<file path="src/rtl/t16c_pkg.sv">
// Constants, codes and types shared by the 16-bit timer core files.
// Assumes an 8-bit register port with byte addresses of its own.
package t16c_pkg;

    // Register addresses on the byte port
    localparam logic [7:0] ADDR_CC0_LOW = 8'hda;
    localparam logic [7:0] ADDR_CC0_HIGH = 8'hdb;
    localparam logic [7:0] ADDR_CNT_LOW = 8'he2;
    localparam logic [7:0] ADDR_CNT_HIGH = 8'he3;
    localparam logic [7:0] ADDR_CTL = 8'he4;
    localparam logic [7:0] ADDR_CH0CTL = 8'he5;
    localparam logic [7:0] ADDR_IRQ_STAT = 8'hf0;
    localparam logic [7:0] ADDR_IRQ_MASK = 8'hf1;

    // Values after reset, and the counter maximum
    localparam logic [15:0] RST_CNT = 16'h0000;
    localparam logic [15:0] CNT_MAX = 16'hffff;
    localparam logic [7:0] RST_CH0CTL = 8'h40;
    localparam logic [7:0] RST_BYTE = 8'h00;
    localparam logic [1:0] RST_IRQ_MASK = 2'h3;

    // Field positions
    localparam int CTL_FLAG_LSB = 4;
    localparam int CTL_DIV_LSB = 2;
    localparam int CTL_MODE_LSB = 0;
    localparam int CH0_IM_BIT = 6;
    localparam int CH0_CMP_LSB = 3;
    localparam int CH0_FUNC_BIT = 2;
    localparam int CH0_CAP_LSB = 0;
    localparam int IRQ_OVF_BIT = 0;
    localparam int IRQ_CH0_BIT = 1;

    // Counting modes
    localparam logic [1:0] MODE_SUSPEND = 2'h0;
    localparam logic [1:0] MODE_FREE = 2'h1;
    localparam logic [1:0] MODE_MODULO = 2'h2;
    localparam logic [1:0] MODE_UPDOWN = 2'h3;

    // Compare actions
    localparam logic [2:0] CMP_SET = 3'h0;
    localparam logic [2:0] CMP_CLEAR = 3'h1;
    localparam logic [2:0] CMP_TOGGLE = 3'h2;
    localparam logic [2:0] CMP_SET_UP = 3'h3;
    localparam logic [2:0] CMP_CLEAR_UP = 3'h4;

    // Prescaler terminal counts (divider minus one)
    localparam logic [6:0] DIV1_LAST = 7'h00;
    localparam logic [6:0] DIV8_LAST = 7'h07;
    localparam logic [6:0] DIV32_LAST = 7'h1f;
    localparam logic [6:0] DIV128_LAST = 7'h7f;

    typedef enum logic {
        T16C_UP = 1'b0,
        T16C_DOWN = 1'b1
    } t16c_dir_t;

    function automatic logic [6:0] div_last(input logic [1:0] sel);
        unique case (sel)
            2'h0: div_last = DIV1_LAST;
            2'h1: div_last = DIV8_LAST;
            2'h2: div_last = DIV32_LAST;
            2'h3: div_last = DIV128_LAST;
        endcase
    endfunction : div_last

endpackage : t16c_pkg

</file>
<file path="src/rtl/t16c_core.sv">
// 16-bit timer core with its channel 0 capture/compare unit.
// Assumes tick_in and the channel 1/2 events come from clock_in logic.
`timescale 1ns/10ps
`default_nettype none
module t16c_core (
    // Clock and reset
    input wire logic clock_in,
    input wire logic nrst_in,
    // Register port
    input wire logic [7:0] reg_addr_in,
    input wire logic [7:0] reg_wdata_in,
    input wire logic reg_wr_in,
    input wire logic reg_rd_in,
    output logic [7:0] reg_rdata_out,
    // Timer tick and other channels
    input wire logic tick_in,
    input wire logic chan1_event_in,
    input wire logic chan2_event_in,
    // Channel 0 pin
    input wire logic chan0_pin_in,
    output logic chan0_pin_out,
    output logic chan0_pin_oe_out,
    // Shared with the other channels
    output logic [15:0] count_value_out,
    output logic [15:0] chan0_value_out,
    output logic count_down_out,
    output logic count_step_out,
    // Interrupt
    output logic irq_out
);
    typedef struct packed {
        logic [15:0] cnt;
        t16c_pkg::t16c_dir_t dir;
        logic [1:0] div;
        logic [1:0] mode;
        logic [3:0] flags;
        logic [7:0] ch0ctl;
        logic [15:0] cc0;
        logic [7:0] cc0_low_buf;
        logic [7:0] hi_latch;
        logic pin;
        logic [7:0] rdata;
        logic [1:0] irq_stat;
        logic [1:0] irq_mask;
    } t16c_core_st_t;

    t16c_core_st_t st_ff;
    t16c_core_st_t nxt_st;

    function automatic logic hit(input logic strobe,
                                 input logic [7:0] addr,
                                 input logic [7:0] target);
        hit = strobe && (addr == target);
    endfunction : hit

    ////////////////////////////////////////////////////////////////////
    // Decoded controls and events

    logic run;
    logic pre_step;
    logic step;
    logic rise;
    logic fall;
    logic is_cmp;
    logic [2:0] cmp_mode;
    logic [1:0] cap_sel;
    logic chan_irq_mask;
    logic wr_cnt_low;
    logic [15:0] cnt_next;
    t16c_pkg::t16c_dir_t dir_next;
    logic ovf_ev;
    logic match_ev;
    logic zero_ev;
    logic cap_ev;
    logic ch0_ev;

    assign run = st_ff.mode != t16c_pkg::MODE_SUSPEND;
    assign step = run && pre_step;
    assign is_cmp = st_ff.ch0ctl[t16c_pkg::CH0_FUNC_BIT];
    assign cmp_mode = st_ff.ch0ctl[t16c_pkg::CH0_CMP_LSB +: 3];
    assign cap_sel = st_ff.ch0ctl[t16c_pkg::CH0_CAP_LSB +: 2];
    assign chan_irq_mask = st_ff.ch0ctl[t16c_pkg::CH0_IM_BIT];
    assign wr_cnt_low = hit(reg_wr_in, reg_addr_in, t16c_pkg::ADDR_CNT_LOW);

    t16c_prescale u_prescale (
        .clock_in(clock_in),
        .nrst_in(nrst_in),
        .run_in(run),
        .div_sel_in(st_ff.div),
        .tick_in(tick_in),
        .step_out(pre_step)
    );

    t16c_pin_sync u_pin_sync (
        .clock_in(clock_in),
        .nrst_in(nrst_in),
        .pin_in(chan0_pin_in),
        .rise_out(rise),
        .fall_out(fall)
    );

    // Counting step for the selected mode
    always_comb begin
        cnt_next = st_ff.cnt;
        dir_next = st_ff.dir;
        ovf_ev = 1'b0;
        if (step) begin
            unique case (st_ff.mode)
                t16c_pkg::MODE_FREE: begin
                    cnt_next = st_ff.cnt + 16'h0001;
                    ovf_ev = st_ff.cnt == t16c_pkg::CNT_MAX;
                end
                t16c_pkg::MODE_MODULO: begin
                    if (st_ff.cnt == st_ff.cc0) begin
                        cnt_next = t16c_pkg::RST_CNT;
                        ovf_ev = 1'b1;
                    end else begin
                        cnt_next = st_ff.cnt + 16'h0001;
                    end
                end
                t16c_pkg::MODE_UPDOWN: begin
                    if (st_ff.dir == t16c_pkg::T16C_UP) begin
                        // A zero top value parks the counter at zero
                        if (st_ff.cnt == st_ff.cc0) begin
                            if (st_ff.cc0 != t16c_pkg::RST_CNT) begin
                                cnt_next = st_ff.cnt - 16'h0001;
                                dir_next = t16c_pkg::T16C_DOWN;
                            end
                        end else begin
                            cnt_next = st_ff.cnt + 16'h0001;
                        end
                    end else begin
                        cnt_next = st_ff.cnt - 16'h0001;
                        if (st_ff.cnt == 16'h0001) begin
                            dir_next = t16c_pkg::T16C_UP;
                            ovf_ev = 1'b1;
                        end
                    end
                end
                default: begin
                    cnt_next = st_ff.cnt;
                end
            endcase
        end
    end

    assign match_ev = step && is_cmp && (cnt_next == st_ff.cc0);
    assign zero_ev = step && (cnt_next == t16c_pkg::RST_CNT);
    assign cap_ev = run && !is_cmp && ((cap_sel[0] && rise) ||
                                       (cap_sel[1] && fall));
    // In up/down mode the channel event moves to the zero turn
    assign ch0_ev = cap_ev ||
        ((st_ff.mode == t16c_pkg::MODE_UPDOWN) ? (zero_ev && is_cmp)
                                                : match_ev);

    ////////////////////////////////////////////////////////////////////
    // Next state

    always_comb begin
        nxt_st = st_ff;
        nxt_st.cnt = cnt_next;
        nxt_st.dir = dir_next;

        // Compare output actions
        if (match_ev) begin
            unique case (cmp_mode)
                t16c_pkg::CMP_SET: nxt_st.pin = 1'b1;
                t16c_pkg::CMP_CLEAR: nxt_st.pin = 1'b0;
                t16c_pkg::CMP_TOGGLE: nxt_st.pin = !st_ff.pin;
                t16c_pkg::CMP_SET_UP: begin
                    nxt_st.pin = (st_ff.dir == t16c_pkg::T16C_UP);
                end
                t16c_pkg::CMP_CLEAR_UP: begin
                    nxt_st.pin = (st_ff.dir == t16c_pkg::T16C_DOWN);
                end
                default: nxt_st.pin = st_ff.pin;
            endcase
        end else if (zero_ev && is_cmp &&
                     st_ff.mode != t16c_pkg::MODE_UPDOWN) begin
            if (cmp_mode == t16c_pkg::CMP_SET_UP) begin
                nxt_st.pin = 1'b0;
            end else if (cmp_mode == t16c_pkg::CMP_CLEAR_UP) begin
                nxt_st.pin = 1'b1;
            end
        end

        // Register writes
        if (wr_cnt_low) begin
            nxt_st.cnt = t16c_pkg::RST_CNT;
            nxt_st.dir = t16c_pkg::T16C_UP;
        end
        if (hit(reg_wr_in, reg_addr_in, t16c_pkg::ADDR_CTL)) begin
            nxt_st.div = reg_wdata_in[t16c_pkg::CTL_DIV_LSB +: 2];
            nxt_st.mode = reg_wdata_in[t16c_pkg::CTL_MODE_LSB +: 2];
            nxt_st.flags = st_ff.flags &
                reg_wdata_in[t16c_pkg::CTL_FLAG_LSB +: 4];
        end
        if (hit(reg_wr_in, reg_addr_in, t16c_pkg::ADDR_CH0CTL)) begin
            nxt_st.ch0ctl = reg_wdata_in;
        end
        // Low byte waits for the high byte so the pair changes at once
        if (hit(reg_wr_in, reg_addr_in, t16c_pkg::ADDR_CC0_LOW)) begin
            nxt_st.cc0_low_buf = reg_wdata_in;
        end
        if (hit(reg_wr_in, reg_addr_in, t16c_pkg::ADDR_CC0_HIGH)) begin
            nxt_st.cc0 = {reg_wdata_in, st_ff.cc0_low_buf};
        end
        if (hit(reg_wr_in, reg_addr_in, t16c_pkg::ADDR_IRQ_MASK)) begin
            nxt_st.irq_mask = reg_wdata_in[1:0];
        end

        // Capture beats a same-cycle software write of the value
        if (cap_ev) begin
            nxt_st.cc0 = st_ff.cnt;
        end

        // Hardware sets win over software clears
        if (!wr_cnt_low) begin
            nxt_st.flags[0] = nxt_st.flags[0] | ovf_ev;
        end
        nxt_st.flags[1] = nxt_st.flags[1] | ch0_ev;
        nxt_st.flags[2] = nxt_st.flags[2] | chan1_event_in;
        nxt_st.flags[3] = nxt_st.flags[3] | chan2_event_in;

        // Interrupt status: cleared by read, set wins
        if (hit(reg_rd_in, reg_addr_in, t16c_pkg::ADDR_IRQ_STAT)) begin
            nxt_st.irq_stat = 2'h0;
        end
        if (ovf_ev && !wr_cnt_low) begin
            nxt_st.irq_stat[t16c_pkg::IRQ_OVF_BIT] = 1'b1;
        end
        if (ch0_ev) begin
            nxt_st.irq_stat[t16c_pkg::IRQ_CH0_BIT] = 1'b1;
        end

        // Read data, valid only in the cycle after the strobe
        nxt_st.rdata = t16c_pkg::RST_BYTE;
        if (reg_rd_in) begin
            unique case (reg_addr_in)
                t16c_pkg::ADDR_CNT_LOW: begin
                    nxt_st.rdata = st_ff.cnt[7:0];
                    nxt_st.hi_latch = st_ff.cnt[15:8];
                end
                t16c_pkg::ADDR_CNT_HIGH: nxt_st.rdata = st_ff.hi_latch;
                t16c_pkg::ADDR_CTL: begin
                    nxt_st.rdata = {st_ff.flags, st_ff.div, st_ff.mode};
                end
                t16c_pkg::ADDR_CH0CTL: nxt_st.rdata = st_ff.ch0ctl;
                t16c_pkg::ADDR_CC0_LOW: nxt_st.rdata = st_ff.cc0[7:0];
                t16c_pkg::ADDR_CC0_HIGH: nxt_st.rdata = st_ff.cc0[15:8];
                t16c_pkg::ADDR_IRQ_STAT: begin
                    nxt_st.rdata = {6'h00, st_ff.irq_stat};
                end
                t16c_pkg::ADDR_IRQ_MASK: begin
                    nxt_st.rdata = {6'h00, st_ff.irq_mask};
                end
                default: nxt_st.rdata = t16c_pkg::RST_BYTE;
            endcase
        end
    end

    always_ff @(posedge clock_in or negedge nrst_in) begin
        if (!nrst_in) begin
            st_ff <= '0;
            st_ff.ch0ctl <= t16c_pkg::RST_CH0CTL;
            st_ff.irq_mask <= t16c_pkg::RST_IRQ_MASK;
        end else begin
            st_ff <= nxt_st;
        end
    end

    ////////////////////////////////////////////////////////////////////
    // Outputs

    assign reg_rdata_out = st_ff.rdata;
    assign chan0_pin_out = st_ff.pin;
    assign chan0_pin_oe_out = is_cmp;
    assign count_value_out = st_ff.cnt;
    assign chan0_value_out = st_ff.cc0;
    assign count_down_out = st_ff.dir == t16c_pkg::T16C_DOWN;
    assign count_step_out = step;
    assign irq_out = |(st_ff.irq_stat & st_ff.irq_mask &
                       {chan_irq_mask, 1'b1});
endmodule : t16c_core
`default_nettype wire

</file>
<file path="src/rtl/t16c_prescale.sv">
// Tick prescaler: passes every 1st, 8th, 32nd or 128th tick on.
// Assumes tick_in is a one-cycle pulse from logic on clock_in.
`timescale 1ns/10ps
`default_nettype none
module t16c_prescale (
    // Clock and reset
    input wire logic clock_in,
    input wire logic nrst_in,
    // Control
    input wire logic run_in,
    input wire logic [1:0] div_sel_in,
    input wire logic tick_in,
    // Counter advance pulse
    output logic step_out
);
    typedef struct packed {
        logic [6:0] cnt;
    } t16c_pre_st_t;

    t16c_pre_st_t st_ff;
    t16c_pre_st_t nxt_st;
    logic [6:0] last;

    assign last = t16c_pkg::div_last(div_sel_in);
    assign step_out = run_in && tick_in && (st_ff.cnt >= last);

    always_comb begin
        nxt_st = st_ff;
        if (!run_in) begin
            nxt_st.cnt = 7'h00;
        end else if (tick_in) begin
            // Greater-or-equal keeps a divider change from stalling
            if (st_ff.cnt >= last) begin
                nxt_st.cnt = 7'h00;
            end else begin
                nxt_st.cnt = st_ff.cnt + 7'h01;
            end
        end
    end

    always_ff @(posedge clock_in or negedge nrst_in) begin
        if (!nrst_in) begin
            st_ff <= '0;
        end else begin
            st_ff <= nxt_st;
        end
    end
endmodule : t16c_prescale
`default_nettype wire

</file>
<file path="src/rtl/t16c_pin_sync.sv">
// Two-stage synchroniser with edge detection for the capture pin.
// Assumes the pin is asynchronous to clock_in.
`timescale 1ns/10ps
`default_nettype none
module t16c_pin_sync (
    // Clock and reset
    input wire logic clock_in,
    input wire logic nrst_in,
    // Raw pin
    input wire logic pin_in,
    // Synchronised edges
    output logic rise_out,
    output logic fall_out
);
    typedef struct packed {
        logic [2:0] sr;
    } t16c_sync_st_t;

    t16c_sync_st_t st_ff;
    t16c_sync_st_t nxt_st;

    // Stage 0 feeds only stage 1; edges use stages 1 and 2
    assign rise_out = st_ff.sr[1] && !st_ff.sr[2];
    assign fall_out = !st_ff.sr[1] && st_ff.sr[2];

    always_comb begin
        nxt_st = st_ff;
        nxt_st.sr = {st_ff.sr[1:0], pin_in};
    end

    always_ff @(posedge clock_in or negedge nrst_in) begin
        if (!nrst_in) begin
            st_ff <= '0;
        end else begin
            st_ff <= nxt_st;
        end
    end
endmodule : t16c_pin_sync
`default_nettype wire

</file>
<file path="config.mk">
export PLATFORM = sky130hd
export DESIGN_NAME = t16c_core
export DESIGN_NICKNAME = d
export VERILOG_FILES = /design/src/rtl/t16c_pkg.sv /design/src/rtl/t16c_core.sv /design/src/rtl/t16c_prescale.sv /design/src/rtl/t16c_pin_sync.sv
export SDC_FILE = /design/constraint.sdc
export NUM_CORES = 1
export LEC_CHECK = 0
export BUFFER_PORTS_ARGS = -buffer_cell sky130_fd_sc_hd__buf_2
export CORE_MARGIN = 8
export CORE_UTILIZATION = 30
export CTS_CLUSTER_SIZE = 14
export DETAILED_ROUTE_END_ITERATION = 12
export SETUP_SLACK_MARGIN = 0.2
export SKIP_CTS_REPAIR_TIMING = 1
export SLEW_MARGIN = 20
export SYNTH_ARGS = -nofsm -noshare
export SYNTH_HDL_FRONTEND = slang
export SYNTH_SLANG_ARGS = --single-unit
</file>
<file path="constraint.sdc">
create_clock -name clock_in -period 12.8 [get_ports clock_in]
set_input_delay 3.84 -clock clock_in [delete_from_list [all_inputs] [get_ports clock_in]]
set_output_delay 3.84 -clock clock_in [all_outputs]
set_load 0.01 [all_outputs]
</file>
==> impl_metrics.ini <==
[run_status]
status = completed

[detailed_routing]
firstDrtPassIters = 5
vias = 6459
dr.max_layer_used = met4
ant_nets = 0
wl_per_cell_um = 23.6
vias_per_cell = 5.97
drtIter0Drc = 627
wl_met1_um = 11000
drt_wl_total_um = 25600
wl_met2_um = 11600
drc = 0
route.met3.wl_um = 2110

[power_and_ir_drop]
clkPwrFrac_pct = 29.4
powerDensity_mw_per_mm2 = 126
p_int_mw = 0.580
ir_worst_vdd_v = 0.0000586
swShare_pct = 39.4
power.switching_mw = 0.377
pwr-share-comb_pct = 33.1
p_leak_nw = 3.17
seqPwrFrac_pct = 37.6

[sta]
final_max_slew_viol_count = 0
worst_slew_pin_slew_ns = 0.973
slew_headroom_pct = 35.1
max_freq_mhz = 107
rsz0062_at_grt = false
finalHoldViolations = 0
fin_crit_ns = 9.31
tns_ns = 0
fin_crit_sh_pct = 72.8
setup-violations-final = 0
skew_ns = 0.0130
setup_slack_ns = 3.49

[yosys]
avgSynthCellArea_um2 = 8.85
synth_mux_area_share_pct = 10.5
synth_compound_area_share_pct = 19.0
synthCells = 782
synthArstFlopShare_pct = 100
ys.flop_type = dfrtp_1
yosysSeqAreaShare_pct = 31.9
yosysTopAreaCellShare_pct = 30.7
ys_types = 83
syn-num-nets = 817
synth_xor_area_share_pct = 6.13
synth.cell_area_mm2 = 0.00692
yosys.area.top_type = dfrtp_1
synth_edf_count = 0
yosys_warnings = 0
synth_simple_gate_area_share_pct = 21.7
synthAdderAreaFrac_pct = 1.99
synth_area_leaders = dfrtp_1 31%, mux2_2 5.7%, buf_4 4.7%
ys_ff_latch = 88
synth_top_family_by_area = simple AND/OR/NAND/NOR gates

[finish]
register_area_mm2 = 0.00221
diodes = 0
drive_gt1_share_pct = 22.3
fill_cells = 2362
multiInputGateArea_mm2 = 0.00412
design_area_mm2 = 0.00757
post-route-util_pct = 33.4
fin_nets = 828
syn_to_final_growth_pct = 9.42
final_cells = 1082

[die]
initial_utilization_pct = 30.6
die_area_mm2 = 0.0282
core-area_mm2 = 0.0226
rows = 55
io_pins = 69
fp.dieW_um = 168
dieHeight_um = 168

[critical_path]
crit_fanout = 23
crit_path_end_kind = output port
critical_path_class = in -> out
worstPathArrival_ns = 5.47
cp.required_ns = 8.96
cp-start-kind = input port

[flow_run]
cap_violations = 0

[clock_network]
ctsHtreeMaxLevel = 3
cts_made_buffers = 9
clock_latency_ns = 0.36
clock-sinks = 88
root_buffer = clkbuf_16
cts_tree = done
cts.path.max_buffers = 2
clk_transition_reported_paths_ns = 0.06

[global_routing]
grt_pass1_wl_um = 39300
gr-total-overflow = 0
antenna_found_initial = 0
grt_usage_pct = 18.1
grt_pass1_vias = 6299
grt_max_degree = 73

[place]
placed_cell_area_mm2 = 0.00726
post-place-cells = 1067
place_congestion = 1.03
port_buffers = 68
dp_hpwl_um = 18700
post-place-ws_ns = 3.55

[min_path]
hold_path_class = reg -> reg
-- layout make-up --
cell class	instances	share of cell area, %
clock buffer	11	3.34
sequential	88	29.1
timing repair buffer	90	6.71
inverter	21	1.04
tap	285	4.71
multi-input combinational	583	54.4
clock inverter	4	0.694
-- logic make-up (layout without fill, tap and decap cells) --
group / count (synthesis) / count (layout)
adders and majority gates: 11 / 11
DFF: 88 / 88
muxes: 68 / 68
buffers and inverters: 111 / 126
AOI/OAI and AO/OA: 185 / 185
xor gates and xnor gates: 39 / 39
and+or+nand+nor: 280 / 280
-- power groups by stage --
stage / sequential [mW] / clock, mW / combinational (mW)
after floorplan: 0.330 / 0 / 0.247
final: 0.359 / 0.281 / 0.317
after global routing: 0.363 / 0.298 / 0.339
after detailed placement: 0.364 / 0 / 0.309
after global placement: 0.364 / 0 / 0.312
after CTS: 0.358 / 0.286 / 0.310
-- sequential cells by signal, indices dropped and copies added, names as in the netlist --
signal            count
u_prescale.st_ff      7
chan0_value_out      16
st_ff                29
u_pin_sync.st_ff      3
count_down_out        1
chan_irq_mask         1
chan0_pin_out         1
count_value_out      16
reg_rdata_out         8
chan0_pin_oe_out      1
cap_sel               2
cmp_mode              3
-- cells in the mapped netlist, types with 4 or more instances --
cell,instances
nand2b_1,10
and2_1,6
a21oi_1,39
buf_1,5
clkbuf_1,29
mux2i_1,32
a211oi_1,5
nor2_1,68
nor3_1,18
or4_1,6
and4_1,10
xnor2_1,20
a31o_2,4
a221oi_1,9
o211ai_1,10
buf_4,43
xnor2_2,6
nand4_1,24
dfrtp_1,85
or3_1,4
o22ai_1,5
o41ai_1,4
o31ai_1,6
a31oi_1,8
nand2_1,64
and3_1,11
inv_1,20
xor2_1,11
nor4_1,13
buf_2,10
mux2_2,35
a21o_1,5
o21ai_0,42
nor2b_1,8
nand3_1,16
ha_1,11
-- metrics by stage --
step	hold slack, ns	total power, mW
global route	0.381	1.00
finish	0.362	0.957
floorplan	0.331	0.577
detailed placement	0.347	0.673
global placement	0.339	0.676
CTS	0.360	0.955
-- metal layers --
| layer | global-route usage, % | up-vias |
|---|---|---|
| li1 | - | 2887 |
| met1 | 23.7 | 3165 |
| met2 | 28.1 | 347 |
| met3 | 3.84 | 60 |
| met4 | 8.54 | 0 |
| met5 | 0 | - |
-- critical path, cell delays in order --
cell and delay (ns):
buf_2 0.09, o21ai_0 0.12, a21oi_1 0.40, nand2_1 0.10
buf_4 0.23, inv_1 0.44, buf_2 0.24
-- layout by cell type, fill, tap and decap left out, types with 6 or more instances in the layout --
cell type  instances
and4_1            10
mux2i_1           32
a221oi_1           9
nor2_1            68
xnor2_2            6
nor4_1            13
inv_1             20
mux2_2            35
nor2b_1            8
nand2b_1          10
nand3_1           16
nor3_1            17
dfrtp_1           85
xnor2_1           20
a31oi_1            8
o211ai_1          10
buf_2             67
o31ai_1            6
or4_1              6
clkbuf_16          9
a21oi_1           39
xor2_1            11
nand2_1           64
buf_4             23
nand4_1           24
and2_1             6
and3_1            11
ha_1              11
o21ai_0           42
-- final timing paths --
kind	startpoint	endpoint	slack (ns)	cells after the start
worst max-delay path	tick_in	count_step_out	3.49	7
worst min-delay path	u_pin_sync.st_ff[0]	u_pin_sync.st_ff[1]	0.36	0
worst max register to register	count_value_out[1]	chan0_pin_out	8.20	11
worst min register to register	u_pin_sync.st_ff[0]	u_pin_sync.st_ff[1]	0.36	0
max in group asynchronous	nrst_in	count_value_out[12]	8.17	2
min in group asynchronous	nrst_in	count_value_out[6]	3.36	1
Power figures use the tool's default switching activity.
